--- src/logic/cph_pkg.sv ---
// Shared constants for the coprocessor pipeline handshake port
package cph_pkg;

    // ------------------------------------------------------------
    // Handshake encoding
    // ------------------------------------------------------------
    localparam logic [1:0] HS_ABSENT = 2'h2;
    localparam logic [1:0] HS_WAIT = 2'h0;
    localparam logic [1:0] HS_GO = 2'h1;
    localparam logic [1:0] HS_LAST = 2'h3;

    // ------------------------------------------------------------
    // Reset values and address word step
    // ------------------------------------------------------------
    localparam logic [31:0] INSTR_RESET = 32'h0000_0000;
    localparam logic [31:0] ADDR_RESET = 32'h0000_0000;
    localparam logic [31:0] WORD_STEP = 32'h0000_0004;

    // ------------------------------------------------------------
    // Execute sequencer states
    // ------------------------------------------------------------
    typedef enum logic [1:0] {
        CPH_IDLE = 2'b00,
        CPH_FIRST = 2'b01,
        CPH_BUSY = 2'b10,
        CPH_XFER = 2'b11
    } cph_state_e;

endpackage : cph_pkg

--- src/logic/cph_port.sv ---
// Core-side coprocessor pipeline handshake port
// Behaviour
// (RL1) Copro pipeline runs one cycle behind core
// (RL2) Copro holds state when clock enable low
// (RL3) Fetched instruction presented by next enabled edge
// (RL4) Copro shifts pipeline on each enabled fetch
// (RL5) Fetch request is registered instruction request
// (RL6) Pass high for passed coprocessor execute instruction
// (RL7) Pass held while busy-waiting; interrupt drops it
// (RL8) Late cancel after first execute, on abort
// (RL9) Sample decode or execute handshake appropriately
// (RL10) Handshake codes: absent, wait, go, last
// (RL11) Absent response takes undefined instruction trap; an absent execute response in CPH_XFER returns to CPH_IDLE without trap
// (RL12) Wait stalls until change or interrupt; a wait execute response in CPH_XFER returns to CPH_IDLE without stall
// (RL13) Copro commits only on pass with go/last
// (RL14) Go executes now, needs another cycle
// (RL15) Copro sets word count via go/last
// (RL16) Load/store execute drives address, data request
// (RL17) Single word: waits then last
// (RL18) No coprocessor ties handshakes to absent
// (RL19) Multiple coprocessors merge with and/or
// (RL20) Late cancel leaves copro state unchanged
// (RL21) Read data sampled, register written next cycle
// (RL22) Unimplemented instructions answered absent
`timescale 1ns/100ps
`default_nettype none
module cph_port (
    input wire logic mclk,
    input wire logic resetn,
    input wire logic copro_clock_enable,
    input wire logic instr_mem_request_n,
    input wire logic [31:0] fetched_instr,
    input wire logic ex_is_copro,
    input wire logic ex_cond_pass,
    input wire logic ex_is_load_store,
    input wire logic [31:0] ex_address,
    input wire logic prev_data_abort,
    input wire logic interrupt_req,
    input wire logic mem_stage_is_read,
    input wire logic [1:0] decode_handshake,
    input wire logic [1:0] execute_handshake,
    input wire logic [31:0] copro_read_data,
    output logic copro_fetch_request_n,
    output logic [31:0] copro_instruction_bus,
    output logic condition_passed,
    output logic late_cancel,
    output logic data_mem_request_n,
    output logic [31:0] data_address,
    output logic undef_trap,
    output logic core_stall,
    output logic reg_write_en,
    output logic [31:0] reg_write_data
);

    // ------------------------------------------------------------
    // Reset release
    // ------------------------------------------------------------
    logic rst_meta_reg;
    logic rst_sync_reg;

    always_ff @(posedge mclk or negedge resetn) begin
        if (!resetn) begin
            rst_meta_reg <= 1'b0;
            rst_sync_reg <= 1'b0;
        end else begin
            rst_meta_reg <= 1'b1;
            rst_sync_reg <= rst_meta_reg;
        end
    end

    wire logic rst_n = rst_sync_reg;

    // (RL10) Go and last both let work proceed
    function automatic logic hs_proceeds(input logic [1:0] hs);
        hs_proceeds = (hs == cph_pkg::HS_GO) || (hs == cph_pkg::HS_LAST);
    endfunction : hs_proceeds

    // ------------------------------------------------------------
    // Fetch side
    // ------------------------------------------------------------
    logic fetch_req_n_reg;
    logic fetch_req_n_next;
    logic [31:0] instr_reg;
    logic [31:0] instr_next;
    logic fetch_pending_reg;
    logic fetch_pending_next;

    always_comb begin
        fetch_req_n_next = fetch_req_n_reg;
        instr_next = instr_reg;
        fetch_pending_next = fetch_pending_reg;
        // (RL5) Registered fetch request
        fetch_req_n_next = instr_mem_request_n;
        // (RL3) Present fetched word
        if (fetch_pending_reg) begin
            instr_next = fetched_instr;
        end
        // (RL1) Advance only on enabled fetch
        fetch_pending_next = !fetch_req_n_reg;
    end

    // ------------------------------------------------------------
    // Execute sequencer
    // ------------------------------------------------------------
    cph_pkg::cph_state_e state_reg;
    cph_pkg::cph_state_e state_next;
    logic pass_reg;
    logic pass_next;
    logic cancel_reg;
    logic cancel_next;
    logic dreq_n_reg;
    logic dreq_n_next;
    logic [31:0] addr_reg;
    logic [31:0] addr_next;
    logic trap_reg;
    logic trap_next;
    logic stall_reg;
    logic stall_next;
    logic ls_reg;
    logic ls_next;
    logic rd_pend_reg;
    logic rd_pend_next;
    logic wr_en_reg;
    logic wr_en_next;
    logic [31:0] wr_data_reg;
    logic [31:0] wr_data_next;
    logic first_reg;
    logic first_next;

    always_comb begin
        state_next = state_reg;
        pass_next = 1'b0;
        cancel_next = 1'b0;
        dreq_n_next = 1'b1;
        addr_next = addr_reg;
        trap_next = 1'b0;
        stall_next = 1'b0;
        ls_next = ls_reg;
        rd_pend_next = 1'b0;
        wr_en_next = 1'b0;
        wr_data_next = wr_data_reg;
        first_next = 1'b0;
        unique case (state_reg)
            cph_pkg::CPH_IDLE: begin
                // (RL9) Decode handshake on entry
                if (ex_is_copro && ex_cond_pass) begin
                    // (RL6) Pass for passed copro
                    pass_next = 1'b1;
                    ls_next = ex_is_load_store;
                    state_next = cph_pkg::CPH_FIRST;
                    unique case (decode_handshake)
                        // (RL11) Absent traps
                        cph_pkg::HS_ABSENT: begin
                            trap_next = 1'b1;
                            pass_next = 1'b0;
                            state_next = cph_pkg::CPH_IDLE;
                        end
                        // (RL12) Busy-wait entry
                        cph_pkg::HS_WAIT: begin
                            stall_next = 1'b1;
                            state_next = cph_pkg::CPH_BUSY;
                        end
                        // (RL14) Go needs another cycle
                        cph_pkg::HS_GO: begin
                            stall_next = 1'b1;
                            state_next = cph_pkg::CPH_XFER;
                        end
                        cph_pkg::HS_LAST: begin
                            state_next = ex_is_load_store ? cph_pkg::CPH_XFER
                                                          : cph_pkg::CPH_FIRST;
                        end
                    endcase
                    // (RL16) Load/store address and request
                    if (ex_is_load_store && !trap_next) begin
                        dreq_n_next = 1'b0;
                        addr_next = ex_address;
                    end
                    // (RL21) Capture read data
                    rd_pend_next = mem_stage_is_read && !trap_next;
                    first_next = !trap_next;
                end
            end
            cph_pkg::CPH_FIRST: begin
                state_next = cph_pkg::CPH_IDLE;
            end
            cph_pkg::CPH_BUSY: begin
                // (RL7) Interrupt abandons busy-wait
                if (interrupt_req) begin
                    state_next = cph_pkg::CPH_IDLE;
                    cancel_next = 1'b1;
                end else begin
                    pass_next = 1'b1;
                    stall_next = 1'b1;
                    // (RL12) Leave wait on change
                    unique case (execute_handshake)
                        cph_pkg::HS_ABSENT: begin
                            trap_next = 1'b1;
                            pass_next = 1'b0;
                            stall_next = 1'b0;
                            state_next = cph_pkg::CPH_IDLE;
                        end
                        cph_pkg::HS_WAIT: state_next = cph_pkg::CPH_BUSY;
                        cph_pkg::HS_GO: state_next = cph_pkg::CPH_XFER;
                        cph_pkg::HS_LAST: begin
                            stall_next = ls_reg;
                            state_next = ls_reg ? cph_pkg::CPH_XFER
                                                : cph_pkg::CPH_IDLE;
                        end
                    endcase
                end
            end
            cph_pkg::CPH_XFER: begin
                // (RL9) Execute handshake for more cycles
                pass_next = 1'b1;
                if (ls_reg) begin
                    dreq_n_next = 1'b0;
                    addr_next = addr_reg + cph_pkg::WORD_STEP;
                end
                if (hs_proceeds(execute_handshake) &&
                        execute_handshake == cph_pkg::HS_GO) begin
                    stall_next = 1'b1;
                end else begin
                    state_next = cph_pkg::CPH_IDLE;
                end
            end
        endcase
        // (RL8) Late cancel after first execute
        if (first_reg && prev_data_abort) begin
            cancel_next = 1'b1;
        end
        // (RL21) Write register next cycle
        if (rd_pend_reg) begin
            wr_en_next = 1'b1;
            wr_data_next = copro_read_data;
        end
    end

    // ------------------------------------------------------------
    // Registers, frozen while clock enable low
    // ------------------------------------------------------------
    always_ff @(posedge mclk or negedge rst_n) begin
        if (!rst_n) begin
            fetch_req_n_reg <= 1'b1;
            instr_reg <= cph_pkg::INSTR_RESET;
            fetch_pending_reg <= 1'b0;
            state_reg <= cph_pkg::CPH_IDLE;
            pass_reg <= 1'b0;
            cancel_reg <= 1'b0;
            dreq_n_reg <= 1'b1;
            addr_reg <= cph_pkg::ADDR_RESET;
            trap_reg <= 1'b0;
            stall_reg <= 1'b0;
            ls_reg <= 1'b0;
            rd_pend_reg <= 1'b0;
            wr_en_reg <= 1'b0;
            wr_data_reg <= cph_pkg::INSTR_RESET;
            first_reg <= 1'b0;
        // (RL2) Hold on disabled edge
        end else if (copro_clock_enable) begin
            fetch_req_n_reg <= fetch_req_n_next;
            instr_reg <= instr_next;
            fetch_pending_reg <= fetch_pending_next;
            state_reg <= state_next;
            pass_reg <= pass_next;
            cancel_reg <= cancel_next;
            dreq_n_reg <= dreq_n_next;
            addr_reg <= addr_next;
            trap_reg <= trap_next;
            stall_reg <= stall_next;
            ls_reg <= ls_next;
            rd_pend_reg <= rd_pend_next;
            wr_en_reg <= wr_en_next;
            wr_data_reg <= wr_data_next;
            first_reg <= first_next;
        end
    end

    assign copro_fetch_request_n = fetch_req_n_reg;
    assign copro_instruction_bus = instr_reg;
    assign condition_passed = pass_reg;
    assign late_cancel = cancel_reg;
    assign data_mem_request_n = dreq_n_reg;
    assign data_address = addr_reg;
    assign undef_trap = trap_reg;
    assign core_stall = stall_reg;
    assign reg_write_en = wr_en_reg;
    assign reg_write_data = wr_data_reg;

endmodule : cph_port
`default_nettype wire

--- config.mk ---
export PLATFORM = sky130hd
export DESIGN_NAME = cph_port
export DESIGN_NICKNAME = d
export VERILOG_FILES = /design/src/logic/cph_pkg.sv /design/src/logic/cph_port.sv
export SDC_FILE = /design/constraint.sdc
export NUM_CORES = 1
export LEC_CHECK = 0
export ABC_AREA = 1
export BUFFER_PORTS_ARGS = -buffer_cell sky130_fd_sc_hd__buf_2
export CELL_PAD_IN_SITES_DETAIL_PLACEMENT = 1
export CELL_PAD_IN_SITES_GLOBAL_PLACEMENT = 2
export CORE_MARGIN = 2
export CORE_UTILIZATION = 28
export CTS_CLUSTER_DIAMETER = 50
export DETAILED_ROUTE_END_ITERATION = 8
export GPL_ROUTABILITY_DRIVEN = 1
export PLACE_DENSITY_LB_ADDON = 0.1
export SYNTH_ARGS = -nofsm -noshare
export SYNTH_HDL_FRONTEND = slang
export SYNTH_SLANG_ARGS = --single-unit
--- constraint.sdc ---
create_clock -name mclk -period 3.8 [get_ports mclk]
set_input_delay 0.76 -clock mclk [delete_from_list [all_inputs] [get_ports mclk]]
set_output_delay 0.76 -clock mclk [all_outputs]
set_load 0.02 [all_outputs]
## After elaboration in Yosys (flattened, before gate mapping)

Index checks and enable logic that the tools add are counted.

- Bits in registers: 111
- Input port bits: 110
- Output and inout bits: 103
- Word-level logic and storage cells: 91

- Add/subtract/negate cells: 1
- Equality and inequality tests: 13
- Muxes and demuxes: 42
- Reductions and logical operators: 18

Operators by type and width:

| cell | count |
|---|---|
| $mux 32 | 3 |
| $pmux 32 s2 | 1 |
| $add 32x3->32 const B | 1 |
| $mux 1 | 25 |
| $pmux 2 s4 | 3 |
| $eq 2x2->1 const B | 6 |
| $mux 2 | 5 |
| $ne 2x2->1 const B | 4 |
| $eq 2x1->1 const B | 3 |
| $logic_not 2->1 | 3 |
| $pmux 1 s2 | 3 |
| $pmux 1 s3 | 2 |
| $reduce_and 3->1 | 2 |
| $logic_and 1x1->1 | 5 |
| $reduce_and 5->1 | 1 |
| $reduce_and 2->1 | 2 |
| $logic_not 1->1 | 2 |
| $reduce_bool 2->1 | 1 |
| $reduce_or 2->1 | 1 |
| $logic_or 1x1->1 | 1 |

## Depth between registers and ports, before layout

- Word-level depth: 9
- Mapped depth: 10
- Mapped depth without buffers: 10

## Worst setup path after synthesis

OpenSTA, ideal clock, no wires.

- Path type: input to register
- Start point: in copro_clock_enable
- End point: reg wr_data_reg[10], in the netlist reg_write_data[10]
- Setup time: 125 ps
- Arrival: 1,618 ps
- Data required time: 3,675 ps
- Path slack: 2,057 ps
- Stages on the path: 4
- Path buffers: 2
- Cells stage by stage: buf_4 > nand2_1 > buf_2 > mux2_2

- Longest elaborated chain between the ends: 1

RTL lines:

| element | RTL line | text |
|---|---|---|
| start, declared | cph_port.sv:30 | `input wire logic copro_clock_enable,` |
| $reduce_and 2->1 (no line) | - |  |
| end signal, assigned | cph_port.sv:256 | `wr_data_reg <= cph_pkg::INSTR_RESET;` |
| end signal, assigned | cph_port.sv:273 | `wr_data_reg <= wr_data_next;` |
| end, declared | cph_port.sv:125 | `logic [31:0] wr_data_reg;` |

Every way passes these cells.
A chain may end at the register's enable or synchronous reset.

## Worst setup path after layout

- Start point: reg state_reg[0]
- End point: reg addr_reg[16], in the netlist data_address[16]

- Longest elaborated chain between the ends: 3
- Elaborated cells between the ends (all ways): 8
- Classes of those cells: eq/ne: 4; mux: 1; reduce/logical: 3

RTL lines:

| element | RTL line | text |
|---|---|---|
| start, declared | cph_port.sv:105 | `cph_pkg::cph_state_e state_reg;` |
| start signal, assigned | cph_port.sv:246 | `state_reg <= cph_pkg::CPH_IDLE;` |
| start signal, assigned | cph_port.sv:263 | `state_reg <= state_next;` |
| $eq 2x2->1 or $logic_not 2->1 (tied branches) | cph_port.sv:143 | `unique case (state_reg)` |
| $ne 2x2->1 (no line) or $reduce_bool 2->1 (tied branches) | - |  |
| $reduce_and 5->1 (no line) | - |  |
| end signal, assigned | cph_port.sv:250 | `addr_reg <= cph_pkg::ADDR_RESET;` |
| end signal, assigned | cph_port.sv:267 | `addr_reg <= addr_next;` |
| end, declared | cph_port.sv:113 | `logic [31:0] addr_reg;` |

Several ways; a longest one is shown, not always the timed one.

==> impl_metrics.ini <==
[routing]
vias = 4939
drc = 0
ant_nets = 0
firstDrtPassIters = 4
drtIter0Drc = 138
viasPerCell = 4.53
wl_per_cell_um = 16.4
drt-total-wl_mm = 17.9

[place]
place.gp.congestion = 0.828
numPortBuffers = 212
dp_hpwl_mm = 13.7

[yosys]
netlist_area_um2 = 5530
ys_types = 34
seq_area_frac_synth_pct = 50.3
yosysWarnings = 0
ys_ff_latch = 111
netlist_instances = 612
synth.net_count = 727
syn_area_per_cell_um2 = 9.03

[clock_network]
cts_setup_buffers = 0
htreeDepth = 3
cts_buffers = 9
path_clk_slew_ns = 0.08
cts.sinks = 111
ctsHoldBuffers = 0
clkLatencyLatePin_ns = 0.36
root_buffer = clkbuf_16
cts_resized = 0
cts_buffer_depth = 2
cts_tree = built

[pwr]
p_leak_nw = 3.48
p_int_mw = 2.94
p_sw_share_pct = 44.9
vdd_drop_max_mv = 0.383
pwr-share-comb_pct = 43.4
p_switching_mw = 2.39
clkPwrFrac_pct = 18.2
power.density_nw_per_um2 = 746
power_frac_seq_pct = 38.4

[global_route]
grt_pass1_vias = 5290
grt_pass1_wl_mm = 27.8
grtUsageTotal_pct = 17.3
grt_max_degree = 54
grt-ovfl-total = 0
antenna_found_initial = 1

[setup_path]
critical_path_class = reg -> reg
path_cells = inv_1 > ha_1 > nand2_1 > nand2_1 > nor2_4 > o21ai_0 > nand2_1 > nand2_1 > inv_1
crit_required_ns = 4.09
cpMaxStageDelayCell = nor2_4
cpPeakStageDelay_ns = 0.51
reg2reg_depth = 9
end_kind = register
crit_path_frequent_cell = nand2_1
cp_max_fo = 24
cp_data_arrival_time_ns = 2.32
start_kind = register

[run_status]
status = completed

[worst_hold_path]
hp-class = in -> async

[timing]
finalCritPeriodShare_pct = 53.2
tightest_slew_ns = 0.699
relSlewSlack_pct = 53.4
rsz0062_at_grt = false
setup_viol = 0
slew_violations = 0
tns_ns = 0
final.setup_skew_ns = 0.0166
max_freq_mhz = 494
post-route-min-period_ns = 2.02
hold_viol_final = 0

[floorplanning]
core_um2 = 19400
dieWidth_um = 145
initial_utilization_pct = 28.5
die_h_um = 145
die-area_um2 = 20900
core.rowCount = 51
num_io_pins = 213

[finish]
final_nets = 935
utilization_pct = 36.9
final_common_cell = buf_2
syn_to_final_growth_pct = 29.3
final_cell_mix = buf_2 (212), nand2_1 (165), dfrtp_1 (108)
fillCellCount = 2396
drive_above_1_share_pct = 40.1

[run]
cap_violations = 0
-- worst paths after layout --
| check | from | end | slack [ns] |
|---|---|---|---|
| max in group asynchronous | rst_n | reg_write_data[27] | 2.52 |
| hold / removal | resetn | rst_n | 0.18 |
| setup reg to reg | state_reg[0] | data_address[16] | 1.78 |
| setup / recovery | state_reg[0] | data_address[16] | 1.78 |
| hold reg to reg | rst_meta_reg | rst_n | 0.35 |
| min in group mclk | rst_meta_reg | rst_n | 0.35 |
-- cell usage after synthesis --
cell,n,area (µm²)
nand4_1,4,25.0
a22o_1,1,8.76
nor4_2,1,12.5
o22ai_1,4,25.0
nand2_2,8,50.1
nand3_2,1,10.0
dfrtp_1,109,2730
mux2_2,64,721
nand3_1,43,215
ha_1,5,62.6
o21bai_1,2,15.0
o31ai_2,1,12.5
buf_6,3,33.8
clkbuf_1,4,15.0
buf_2,11,55.1
nor2_2,7,43.8
a21oi_2,1,8.76
inv_1,37,139
o21bai_2,2,22.5
a22oi_1,2,15.0
buf_4,2,15.0
or2_2,1,6.26
inv_2,1,3.75
o21ai_1,1,5.00
o21ai_0,24,120
a21oi_1,17,85.1
nand4_4,1,21.3
nand2_1,165,619
dfstp_2,2,52.6
o311ai_0,1,8.76
nor2_4,6,67.6
nor3_1,2,10.0
conb_1,1,3.75
nor2_1,78,293
-- power groups by stage --
stage	logic [mW]	registers (mW)	clock network, mW
detailed placement	2.35	2.07	0
global placement	2.29	2.04	0
floorplan	1.03	2.51	0
global route	2.56	2.13	1.07
CTS	2.36	2.06	1.01
finish	2.31	2.05	0.972
-- worst max-delay path: cells and delay by family (launching register included) --
kind	cells	cell delay [ns]
adder cells (fa/ha/maj)	1	0.28
buffers and inverters	2	0.13
AO/OA/AOI/OAI	1	0.20
flip-flops	1	0.38
AND/OR/NAND/NOR	5	0.96
-- through the flow --
| step | hold slack (ns) | cells | cell area (µm²) | setup slack [ns] | power (mW) |
|---|---|---|---|---|---|
| floorplan | 0.331 | 612 | 5530 | 0.482 | 3.54 |
| global placement | 0.336 | 1074 | 6850 | 1.60 | 4.33 |
| detailed placement | 0.343 | 1074 | 6850 | 1.54 | 4.42 |
| CTS | 0.161 | 1090 | 7150 | 1.75 | 5.42 |
| global route | 0.156 | 1090 | 7150 | 1.55 | 5.76 |
| finish | 0.179 | 1091 | 7150 | 1.78 | 5.33 |
-- per-layer routing --
| layer | wire length (µm) | track usage (%) | vias up |
|---|---|---|---|
| met4 | 219 | 4.39 | 0 |
| li1 | - | - | 2401 |
| met1 | 7280 | 20.3 | 2390 |
| met2 | 9040 | 29.9 | 136 |
| met5 | 0 | 0 | - |
| met3 | 1380 | 6.23 | 12 |
-- logic make-up after synthesis --
family                   count (synthesis)  share of synthesized area [%]
AO/OA/AOI/OAI                           56                           5.91
adder cells (fa/ha/maj)                  5                           1.13
other                                    1                         0.0678
AND/OR/NAND/NOR                        317                           24.8
multiplexers                            64                           13.0
flip-flops                             111                           50.3
buffers and inverters                   58                           4.73
-- cell type report --
type / instances / area [µm²] / share of cell area, %
sequential: 111 / 2780 / 38.9
multi-input combinational: 443 / 2490 / 34.8
timing repair buffer: 217 / 1100 / 15.4
tap: 265 / 332 / 4.64
clock buffer: 10 / 239 / 3.34
inverter: 38 / 143 / 1.99
clock inverter: 6 / 62.6 / 0.875
antenna: 1 / 2.50 / 0.0350
No activity file was read; power rests on OpenSTA's default activity.
